--- config.mk ---
export PLATFORM = sky130hd
export DESIGN_NAME = sscs_device_flat
export DESIGN_NICKNAME = d
export VERILOG_FILES = /design/src/sscs_pkg.sv /design/src/sscs_if.sv /design/src/sscs_timer.sv /design/src/sscs_device.sv /design/src/flat_wrapper.sv
export SDC_FILE = /design/constraint.sdc
export NUM_CORES = 1
export LEC_CHECK = 0
export BUFFER_PORTS_ARGS = -buffer_cell sky130_fd_sc_hd__buf_4
export CAP_MARGIN = 10
export CORE_MARGIN = 10
export CORE_UTILIZATION = 40
export CTS_BUF_LIST = sky130_fd_sc_hd__clkbuf_2
export DETAILED_ROUTE_END_ITERATION = 10
export PLACE_DENSITY = 0.56
export SLEW_MARGIN = 20
export SYNTH_ARGS = -nofsm -noshare
export SYNTH_HDL_FRONTEND = slang
export SYNTH_SLANG_ARGS = --single-unit
--- constraint.sdc ---
create_clock -name core_clk -period 2.45 [get_ports core_clk]
set_input_delay 0.3675 -clock core_clk [delete_from_list [all_inputs] [get_ports core_clk]]
set_output_delay 0.3675 -clock core_clk [all_outputs]
set_load 0.05 [all_outputs]
--- src/sscs_pkg.sv ---
// Shared constants and types for the simultaneous sample conversion sequencer
package sscs_pkg;
	localparam int CHANNELS = 4;
	localparam int DATA_WIDTH = 14;
	localparam int SEL_WIDTH = 4;
	localparam int CLK_MHZ = 40;
	// Conversion time per channel in ns, and derived cycles (longest time rounds down)
	localparam int CONV_TIME_NS = 2400;
	localparam int CONV_CYCLES = (CONV_TIME_NS * CLK_MHZ) / 1000;
	// External timing: rising edges of the external timing input per conversion
	localparam int EXT_EDGES_PER_CONV = 16;
	// Host side spacing: acquisition 350 ns (least, round up), read guard 100 ns
	localparam int ACQ_TIME_NS = 350;
	localparam int ACQ_CYCLES = (ACQ_TIME_NS * CLK_MHZ + 999) / 1000;
	localparam int GUARD_TIME_NS = 100;
	localparam int GUARD_CYCLES = (GUARD_TIME_NS * CLK_MHZ + 999) / 1000;
	// Four-channel sequence at most 100 kHz: period 10000 ns
	localparam int SEQ_PERIOD_NS = 10000;
	localparam int SEQ_CYCLES = (SEQ_PERIOD_NS * CLK_MHZ + 999) / 1000;
	localparam int START_LOW_CYCLES = 2;
	localparam int CNT_WIDTH = 16;
	// Host APB register offsets
	localparam logic [7:0] REG_CTRL = 8'h00;
	localparam logic [7:0] REG_CHSEL = 8'h04;
	localparam logic [7:0] REG_STATUS = 8'h08;
	localparam logic [7:0] REG_IRQ_STAT = 8'h0c;
	localparam logic [7:0] REG_IRQ_MASK = 8'h10;
	localparam logic [7:0] REG_RESULT0 = 8'h20;
	// Control bit positions
	localparam int CTRL_START = 0;
	localparam int CTRL_WRSEL = 1;
	localparam int CTRL_HWSW = 2;
	localparam int CTRL_CLKSRC = 3;
	localparam int CTRL_RDMODE = 4;
	localparam int CTRL_PINS = 8;
	// Interrupt bit positions
	localparam int IRQ_SEQ_DONE = 0;
	localparam int IRQ_RESULT = 1;
	localparam int IRQ_WIDTH = 2;
	typedef enum logic [1:0] {
		SEQ_IDLE = 2'b00,
		SEQ_CONV = 2'b01,
		SEQ_EOC = 2'b10
	} sscs_seq_type;
	typedef enum logic [2:0] {
		HST_IDLE = 3'b000,
		HST_WRITE = 3'b001,
		HST_START = 3'b010,
		HST_WAIT = 3'b011,
		HST_READ = 3'b100,
		HST_ACQ = 3'b101
	} sscs_host_type;
endpackage : sscs_pkg

--- src/sscs_if.sv ---
// Parallel bus between converter control and host
`timescale 1ns/1ps
interface sscs_if;
	logic sample_start_n;
	logic cs_n;
	logic rd_n;
	logic wr_n;
	logic [sscs_pkg::DATA_WIDTH-1:0] host_data;
	logic [sscs_pkg::DATA_WIDTH-1:0] dev_data;
	logic dev_data_oe_n;
	logic busy;
	logic eoc_n;
	modport device (input sample_start_n, cs_n, rd_n, wr_n, host_data, output dev_data, dev_data_oe_n, busy, eoc_n);
	modport host (output sample_start_n, cs_n, rd_n, wr_n, host_data, input dev_data, dev_data_oe_n, busy, eoc_n);
endinterface : sscs_if

--- src/sscs_timer.sv ---
// Conversion timer: internal cycle count or external timing edges
`timescale 1ns/1ps
module sscs_timer #(
	parameter int CONV_CYCLES = sscs_pkg::CONV_CYCLES,
	parameter int EXT_EDGES = sscs_pkg::EXT_EDGES_PER_CONV
) (
	// Clock and reset
	input wire logic core_clk,
	input wire logic rstn,
	// Control
	input wire logic run,
	input wire logic use_external,
	input wire logic external_timing_input,
	output logic done
);
	logic [sscs_pkg::CNT_WIDTH-1:0] cnt_reg;
	logic ext_s1_reg, ext_s2_reg, ext_prev_reg;
	wire ext_edge = ext_s2_reg & ~ext_prev_reg;
	wire tick = use_external ? ext_edge : 1'b1;
	wire [sscs_pkg::CNT_WIDTH-1:0] limit = use_external ? sscs_pkg::CNT_WIDTH'(EXT_EDGES - 1)
		: sscs_pkg::CNT_WIDTH'(CONV_CYCLES - 1);
	assign done = run & tick & (cnt_reg == limit);
	always_ff @(posedge core_clk or negedge rstn) begin
		if (!rstn) begin
			ext_s1_reg <= 1'b0;
			ext_s2_reg <= 1'b0;
			ext_prev_reg <= 1'b0;
			cnt_reg <= '0;
		end else begin
			ext_s1_reg <= external_timing_input;
			ext_s2_reg <= ext_s1_reg;
			ext_prev_reg <= ext_s2_reg;
			if (!run || done)
				cnt_reg <= '0;
			else if (tick)
				cnt_reg <= cnt_reg + 1'b1;
		end
	end
endmodule : sscs_timer

--- src/sscs_device.sv ---
// Converter control end: start capture, channel sequencing, strobes, result bus
// Functional notes
// - Start rising edge holds all, begins conversion
// - Convert only selected channels
// - Select low uses pins, high register
// - Write strobe captures low four lines
// - Channel set latched at start edge
// - Busy high for whole sequence
// - End-of-conversion strobe per channel
// - Internal timing unless source select high
// - Read between conversions or after busy
// - Results on 14-bit bus on read
// - Internal conversion takes 2.4 us
// - Host avoids reads during conversion; with CTRL_RDMODE set it reads while the next channel converts
// - Host waits acquisition time before start
// - Four-channel sequence at most 100 kHz
// - Register bit zero is channel one
// - End-of-conversion pulse is active low
// - Result bit 13 is the MSB
`timescale 1ns/1ps
module sscs_device #(
	parameter int CONV_CYCLES = sscs_pkg::CONV_CYCLES,
	parameter int EXT_EDGES = sscs_pkg::EXT_EDGES_PER_CONV
) (
	// Clock and reset
	input wire logic core_clk,
	input wire logic rstn,
	// Host bus
	sscs_if.device bus,
	// Straps and pins
	input wire logic [sscs_pkg::SEL_WIDTH-1:0] channel_pick_pins,
	input wire logic hw_sw_select,
	input wire logic clock_source_select,
	input wire logic external_timing_input,
	// Converter core results, one word per channel
	input wire logic [sscs_pkg::CHANNELS*sscs_pkg::DATA_WIDTH-1:0] sample_in,
	// Track/hold control
	output logic hold
);
	localparam int CH_W = $clog2(sscs_pkg::CHANNELS);
	sscs_pkg::sscs_seq_type state_reg;
	sscs_pkg::sscs_seq_type state_next;
	logic start_prev_reg;
	logic [sscs_pkg::SEL_WIDTH-1:0] chsel_reg;
	logic [sscs_pkg::SEL_WIDTH-1:0] active_reg;
	logic [sscs_pkg::CHANNELS*sscs_pkg::DATA_WIDTH-1:0] held_reg;
	logic [sscs_pkg::DATA_WIDTH-1:0] result_reg [sscs_pkg::CHANNELS];
	logic [CH_W-1:0] ch_reg;
	logic [CH_W-1:0] rd_ptr_reg;
	logic ext_mode_reg;
	logic busy_reg, eoc_n_reg, oe_n_reg, hold_reg;
	logic [sscs_pkg::DATA_WIDTH-1:0] dout_reg;
	logic conv_done;

	// First set bit at or above a position; ascending order
	function automatic logic [CH_W:0] next_ch(input logic [sscs_pkg::SEL_WIDTH-1:0] m, input int from);
		logic [CH_W:0] r;
		r = {1'b1, {CH_W{1'b0}}};
		for (int i = sscs_pkg::CHANNELS - 1; i >= 0; i--)
			if (i >= from && m[i])
				r = {1'b0, CH_W'(i)};
		return r;
	endfunction : next_ch

	// ==========================================
	// Decode
	wire start_rise = bus.sample_start_n & ~start_prev_reg;
	wire [sscs_pkg::SEL_WIDTH-1:0] pick = hw_sw_select ? chsel_reg : channel_pick_pins;
	wire [CH_W:0] first_ch = next_ch(pick, 0);
	wire [CH_W:0] later_ch = next_ch(active_reg, int'(ch_reg) + 1);
	wire write_strobe = ~bus.cs_n & ~bus.wr_n;
	wire read_on = ~bus.cs_n & ~bus.rd_n;
	wire [sscs_pkg::DATA_WIDTH-1:0] chan_word =
		held_reg[int'(ch_reg)*sscs_pkg::DATA_WIDTH +: sscs_pkg::DATA_WIDTH];
	// A start while busy is dropped; the running set stays latched
	wire launch = state_reg == sscs_pkg::SEQ_IDLE && start_rise && !first_ch[CH_W];
	wire timer_run = state_reg == sscs_pkg::SEQ_CONV;
	wire store = timer_run && conv_done;
	// Track/hold stays in hold from launch until the last channel is stored
	wire seq_end = state_reg == sscs_pkg::SEQ_EOC && later_ch[CH_W];

	// Timing source is sampled at launch so a mid-sequence change cannot split a conversion
	sscs_timer #(.CONV_CYCLES(CONV_CYCLES), .EXT_EDGES(EXT_EDGES)) i_sscs_timer (
		.core_clk(core_clk),
		.rstn(rstn),
		.run(timer_run),
		.use_external(ext_mode_reg),
		.external_timing_input(external_timing_input),
		.done(conv_done)
	);

	// ==========================================
	// Next state
	always_comb begin
		state_next = state_reg;
		case (state_reg)
			sscs_pkg::SEQ_IDLE: begin
				// A start with an empty selection is ignored: nothing to hold for
				if (launch)
					state_next = sscs_pkg::SEQ_CONV;
			end
			sscs_pkg::SEQ_CONV: begin
				if (conv_done)
					state_next = sscs_pkg::SEQ_EOC;
			end
			sscs_pkg::SEQ_EOC: begin
				// One spare cycle per channel lets the strobe end before timing restarts
				state_next = later_ch[CH_W] ? sscs_pkg::SEQ_IDLE : sscs_pkg::SEQ_CONV;
			end
			default: state_next = sscs_pkg::SEQ_IDLE;
		endcase
	end

	// ==========================================
	// Start edge and channel select register
	always_ff @(posedge core_clk or negedge rstn) begin
		if (!rstn) begin
			start_prev_reg <= 1'b1;
			chsel_reg <= '0;
		end else begin
			start_prev_reg <= bus.sample_start_n;
			if (write_strobe)
				chsel_reg <= bus.host_data[sscs_pkg::SEL_WIDTH-1:0];
		end
	end

	// ==========================================
	// Sequence registers
	always_ff @(posedge core_clk or negedge rstn) begin
		if (!rstn) begin
			state_reg <= sscs_pkg::SEQ_IDLE;
			active_reg <= '0;
			held_reg <= '0;
			ch_reg <= '0;
			ext_mode_reg <= 1'b0;
			busy_reg <= 1'b0;
			eoc_n_reg <= 1'b1;
			hold_reg <= 1'b0;
		end else begin
			state_reg <= state_next;
			eoc_n_reg <= ~store;
			if (launch) begin
				// All words freeze at one edge so the channels keep their relative phase
				held_reg <= sample_in;
				hold_reg <= 1'b1;
				active_reg <= pick;
				ch_reg <= first_ch[CH_W-1:0];
				ext_mode_reg <= clock_source_select;
				busy_reg <= 1'b1;
			end else if (seq_end) begin
				busy_reg <= 1'b0;
				hold_reg <= 1'b0;
			end else if (state_reg == sscs_pkg::SEQ_EOC)
				ch_reg <= later_ch[CH_W-1:0];
		end
	end

	// ==========================================
	// Result store, one word per channel
	generate
		for (genvar g = 0; g < sscs_pkg::CHANNELS; g++) begin : g_result
			wire load = store && ch_reg == CH_W'(g);
			always_ff @(posedge core_clk or negedge rstn) begin
				if (!rstn)
					result_reg[g] <= '0;
				else if (load)
					result_reg[g] <= chan_word;
			end
		end
	endgenerate

	// ==========================================
	// Read port: each read returns the next stored result in channel order
	// The pointer moves once per read strobe, so a long read still returns one word
	// After the last selected channel it wraps, letting a host read a set twice
	wire rd_fall = read_on & oe_n_reg;
	wire [CH_W:0] rd_next = next_ch(active_reg, int'(rd_ptr_reg) + 1);
	wire [CH_W:0] rd_first = next_ch(active_reg, 0);
	wire [CH_W-1:0] rd_ptr_next = rd_next[CH_W] ? rd_first[CH_W-1:0] : rd_next[CH_W-1:0];
	always_ff @(posedge core_clk or negedge rstn) begin
		if (!rstn) begin
			oe_n_reg <= 1'b1;
			dout_reg <= '0;
		end else begin
			oe_n_reg <= ~read_on;
			if (rd_fall)
				dout_reg <= result_reg[rd_ptr_reg];
		end
	end
	always_ff @(posedge core_clk or negedge rstn) begin
		if (!rstn)
			rd_ptr_reg <= '0;
		else if (launch)
			rd_ptr_reg <= first_ch[CH_W-1:0];
		else if (rd_fall)
			rd_ptr_reg <= rd_ptr_next;
	end

	// ==========================================
	// Outputs
	assign bus.dev_data = dout_reg;
	assign bus.dev_data_oe_n = oe_n_reg;
	assign bus.busy = busy_reg;
	assign bus.eoc_n = eoc_n_reg;
	assign hold = hold_reg;
endmodule : sscs_device

--- src/flat_wrapper.sv ---
// flat-port wrapper written by rule: the top's interface ports become plain ports
module sscs_device_flat 
#(
	parameter int CONV_CYCLES = sscs_pkg::CONV_CYCLES,
	parameter int EXT_EDGES = sscs_pkg::EXT_EDGES_PER_CONV
)
  (core_clk, rstn, channel_pick_pins, hw_sw_select, clock_source_select, external_timing_input, sample_in, hold, bus_sample_start_n, bus_cs_n, bus_rd_n, bus_wr_n, bus_host_data, bus_dev_data, bus_dev_data_oe_n, bus_busy, bus_eoc_n);
  sscs_if bus_i ();
  input wire logic core_clk;
  input wire logic rstn;
  input wire logic [sscs_pkg::SEL_WIDTH-1:0] channel_pick_pins;
  input wire logic hw_sw_select;
  input wire logic clock_source_select;
  input wire logic external_timing_input;
  input wire logic [sscs_pkg::CHANNELS*sscs_pkg::DATA_WIDTH-1:0] sample_in;
  output logic hold;
  input wire logic [$bits(bus_i.sample_start_n)-1:0] bus_sample_start_n;
  input wire logic [$bits(bus_i.cs_n)-1:0] bus_cs_n;
  input wire logic [$bits(bus_i.rd_n)-1:0] bus_rd_n;
  input wire logic [$bits(bus_i.wr_n)-1:0] bus_wr_n;
  input wire logic [$bits(bus_i.host_data)-1:0] bus_host_data;
  output wire logic [$bits(bus_i.dev_data)-1:0] bus_dev_data;
  output wire logic [$bits(bus_i.dev_data_oe_n)-1:0] bus_dev_data_oe_n;
  output wire logic [$bits(bus_i.busy)-1:0] bus_busy;
  output wire logic [$bits(bus_i.eoc_n)-1:0] bus_eoc_n;
  assign bus_i.sample_start_n = bus_sample_start_n;
  assign bus_i.cs_n = bus_cs_n;
  assign bus_i.rd_n = bus_rd_n;
  assign bus_i.wr_n = bus_wr_n;
  assign bus_i.host_data = bus_host_data;
  assign bus_dev_data = bus_i.dev_data;
  assign bus_dev_data_oe_n = bus_i.dev_data_oe_n;
  assign bus_busy = bus_i.busy;
  assign bus_eoc_n = bus_i.eoc_n;
  sscs_device #(.CONV_CYCLES(CONV_CYCLES), .EXT_EDGES(EXT_EDGES)) u_core (.core_clk(core_clk), .rstn(rstn), .bus(bus_i), .channel_pick_pins(channel_pick_pins), .hw_sw_select(hw_sw_select), .clock_source_select(clock_source_select), .external_timing_input(external_timing_input), .sample_in(sample_in), .hold(hold));
endmodule
==> metrics.txt <==
Pre-Repair DR Iteration Count=4; Leak=4.34 nW; worst rel slew slack=57.4%; ratio of cells with drive above 1 in the final layout=46.0%; worst min path class=in2reg; fin util=53.0%; Period Utilization, post-route=89.9%; All-Layer GR Usage=14.6%; Register Area=0.00411 mm2; max cap viols=0; clock sinks=164; DRT Wirelength=16900 um; unrepaired setup endpoints after global routing=false; placer congestion estimate=0.793; Placement Rows=49; CTS H-tree depth=4; Async SR Flop Fraction=100%; number of routed nets with antenna violations=0; Die Span Y=157 um; grt total ovfl=0; mapped cell area=0.00747 mm2; Area Overhead vs Synth=28.8%; vias in the first global route=5419; clk slew on worst S/H paths=0.21 ns; syn nets=592; FILL cells=1515; initial antenna violation count=1; Num CTS Buffers=17; area of the multi-input gates=0.00316 mm2; clock buffer depth=2; Syn Inst Count=508; Worst VDD drop=0.409 mV; # port buffers=90; Tmin final=2.20 ns; sequential-to-total area share from yosys stat=55.0%; largest net degree at the start of global routing=60; global-route wire length before repair=28400 um; Worst Tran Pin Value=0.638 ns; outcome=completed; top cell type's share of synthesized area=54.0%; Area contributors post-synth=dfrtp_1, mux2_2, mux4_2, mux4_4, dfstp_2; WP data arrival=2.84 ns; final hold violations=0; Post-CTS Resized=0; DR vias/cell=5.26; Initial DRC Count=244; Unique masters post-synth=58; # setup viols final=0; die area=0.0245 mm2; post-synth top area cell=dfrtp_1; YS warnings=0; critical path type=reg2reg; clk root buf=clkbuf_2; Critical Path Source Type=flip-flop; power per standard cell area=863 mW/mm2; Synth Register Bits=164; Nets=778; most common cell after layout, fill and taps aside=dfrtp_1; Worst-Skew Late Latency=0.73 ns; worst path required time=3.09 ns; EDFF count, synth=0; # Post-CTS Setup Buffers=0; drt wl/cell=18.1 um; CTS tree=done; Top FF cell, synth=dfrtp_1; drt drc=0; Initial Utilization=41.1%; Worst setup EP type=flip-flop; Vias=4924; Ports=101; Setup Skew=0.0345 ns; FMAX=0.454 GHz; CP max FO=14; Core Area=0.0181 mm2; commonest cells after routing, fill and taps aside=dfrtp_1, mux2_2, buf_4; DP HPWL=11800 um; Hold Buf Count CTS=79; Syn Area/Cell=14.7 um2; Die W=157 um; fin. max-slew vios=0; Final TNS setup=0 ns
## cell type report
class	count	share of cell area, %
timing repair buffer	195	18.6
sequential	164	42.7
multi-input combinational	303	32.9
clock inverter	14	1.42
clock buffer	17	0.884
tap	229	2.98
inverter	13	0.507
antenna	1	0.0260
## report_power, final
part | internal [mW] | switching [mW]
clock | 0.455 | 0.931
sequential | 3.43 | 0.439
combinational | 1.62 | 1.42
total | 5.51 | 2.79
## metal layers
metal	GRT usage, %	vias to the layer above	routed length (um)
met5	0	-	0
met4	4.09	0	188
met3	3.89	14	656
met2	23.7	110	8320
met1	19.0	2533	7780
li1	-	2267	-
## kinds of logic after synthesis
logic type | count (synthesis) | synth area share (%)
buffers and inverters | 41 | 2.87
AND/OR/NAND/NOR | 75 | 6.43
adder cells (fa/ha/maj) | 1 | 0.168
AO/OA/AOI/OAI | 52 | 4.99
XOR/XNOR | 10 | 1.17
multiplexers | 165 | 29.4
flip-flops | 164 | 55.0
## final timing paths
check                                                            from                                        to  slack, ns  depth (start not counted)
setup / recovery           u_core.i_sscs_timer.cnt_reg[9]$_DFFE_PN0P_         u_core.result_reg[20]$_DFFE_PN0P_       0.25                          5
hold / removal                                           hw_sw_select          u_core.rd_ptr_reg[1]$_DFFE_PN0P_       0.13                          3
setup reg to reg           u_core.i_sscs_timer.cnt_reg[9]$_DFFE_PN0P_         u_core.result_reg[20]$_DFFE_PN0P_       0.25                          5
hold reg to reg              u_core.i_sscs_timer.ext_s1_reg$_DFF_PN0_  u_core.i_sscs_timer.ext_s2_reg$_DFF_PN0_       0.38                          0
max in group asynchronous                                        rstn        u_core.bus.dev_data[5]$_DFFE_PN0P_       1.60                          3
min in group asynchronous                                        rstn         u_core.result_reg[55]$_DFFE_PN0P_       0.14                          2
## critical path: stages (launching register included)
cell	delay, ns
dfrtp_1	0.49
or4_4	0.59
or3_4	0.35
nor3_4	0.16
buf_12	0.19
mux2_2	0.35
## through the flow
step | worst slack (ns) | area (um2) | instances | hold WS (ns) | total power, mW
2_1_floorplan | 0.193 | 7470 | 508 | 0.0719 | 5.94
3_3_place_gp | 0.302 | 8600 | 825 | 0.335 | 6.73
3_5_place_dp | 0.263 | 8600 | 825 | 0.345 | 6.87
4_1_cts | 0.245 | 9620 | 935 | 0.0247 | 8.39
5_1_grt | 0.158 | 9620 | 936 | 0.0506 | 8.85
6_report | 0.246 | 9620 | 936 | 0.126 | 8.30
## Yosys cell counts, drive strengths merged (3+ instances only)
library cell / instances
a21oi: 13
o2bb2ai: 4
a211oi: 9
nand4: 4
nand2: 9
a31o: 3
mux2: 132
mux2i: 5
mux4: 28
nor3: 17
clkbuf: 7
or4: 3
nor4: 5
xnor2: 8
buf: 21
o21ai: 8
inv: 13
nor2: 7
dfstp: 3
nand2b: 6
nor2b: 3
dfrtp: 161
a2111oi: 3
nand3: 6
or3: 3
(Power assumes the default switching activity.)
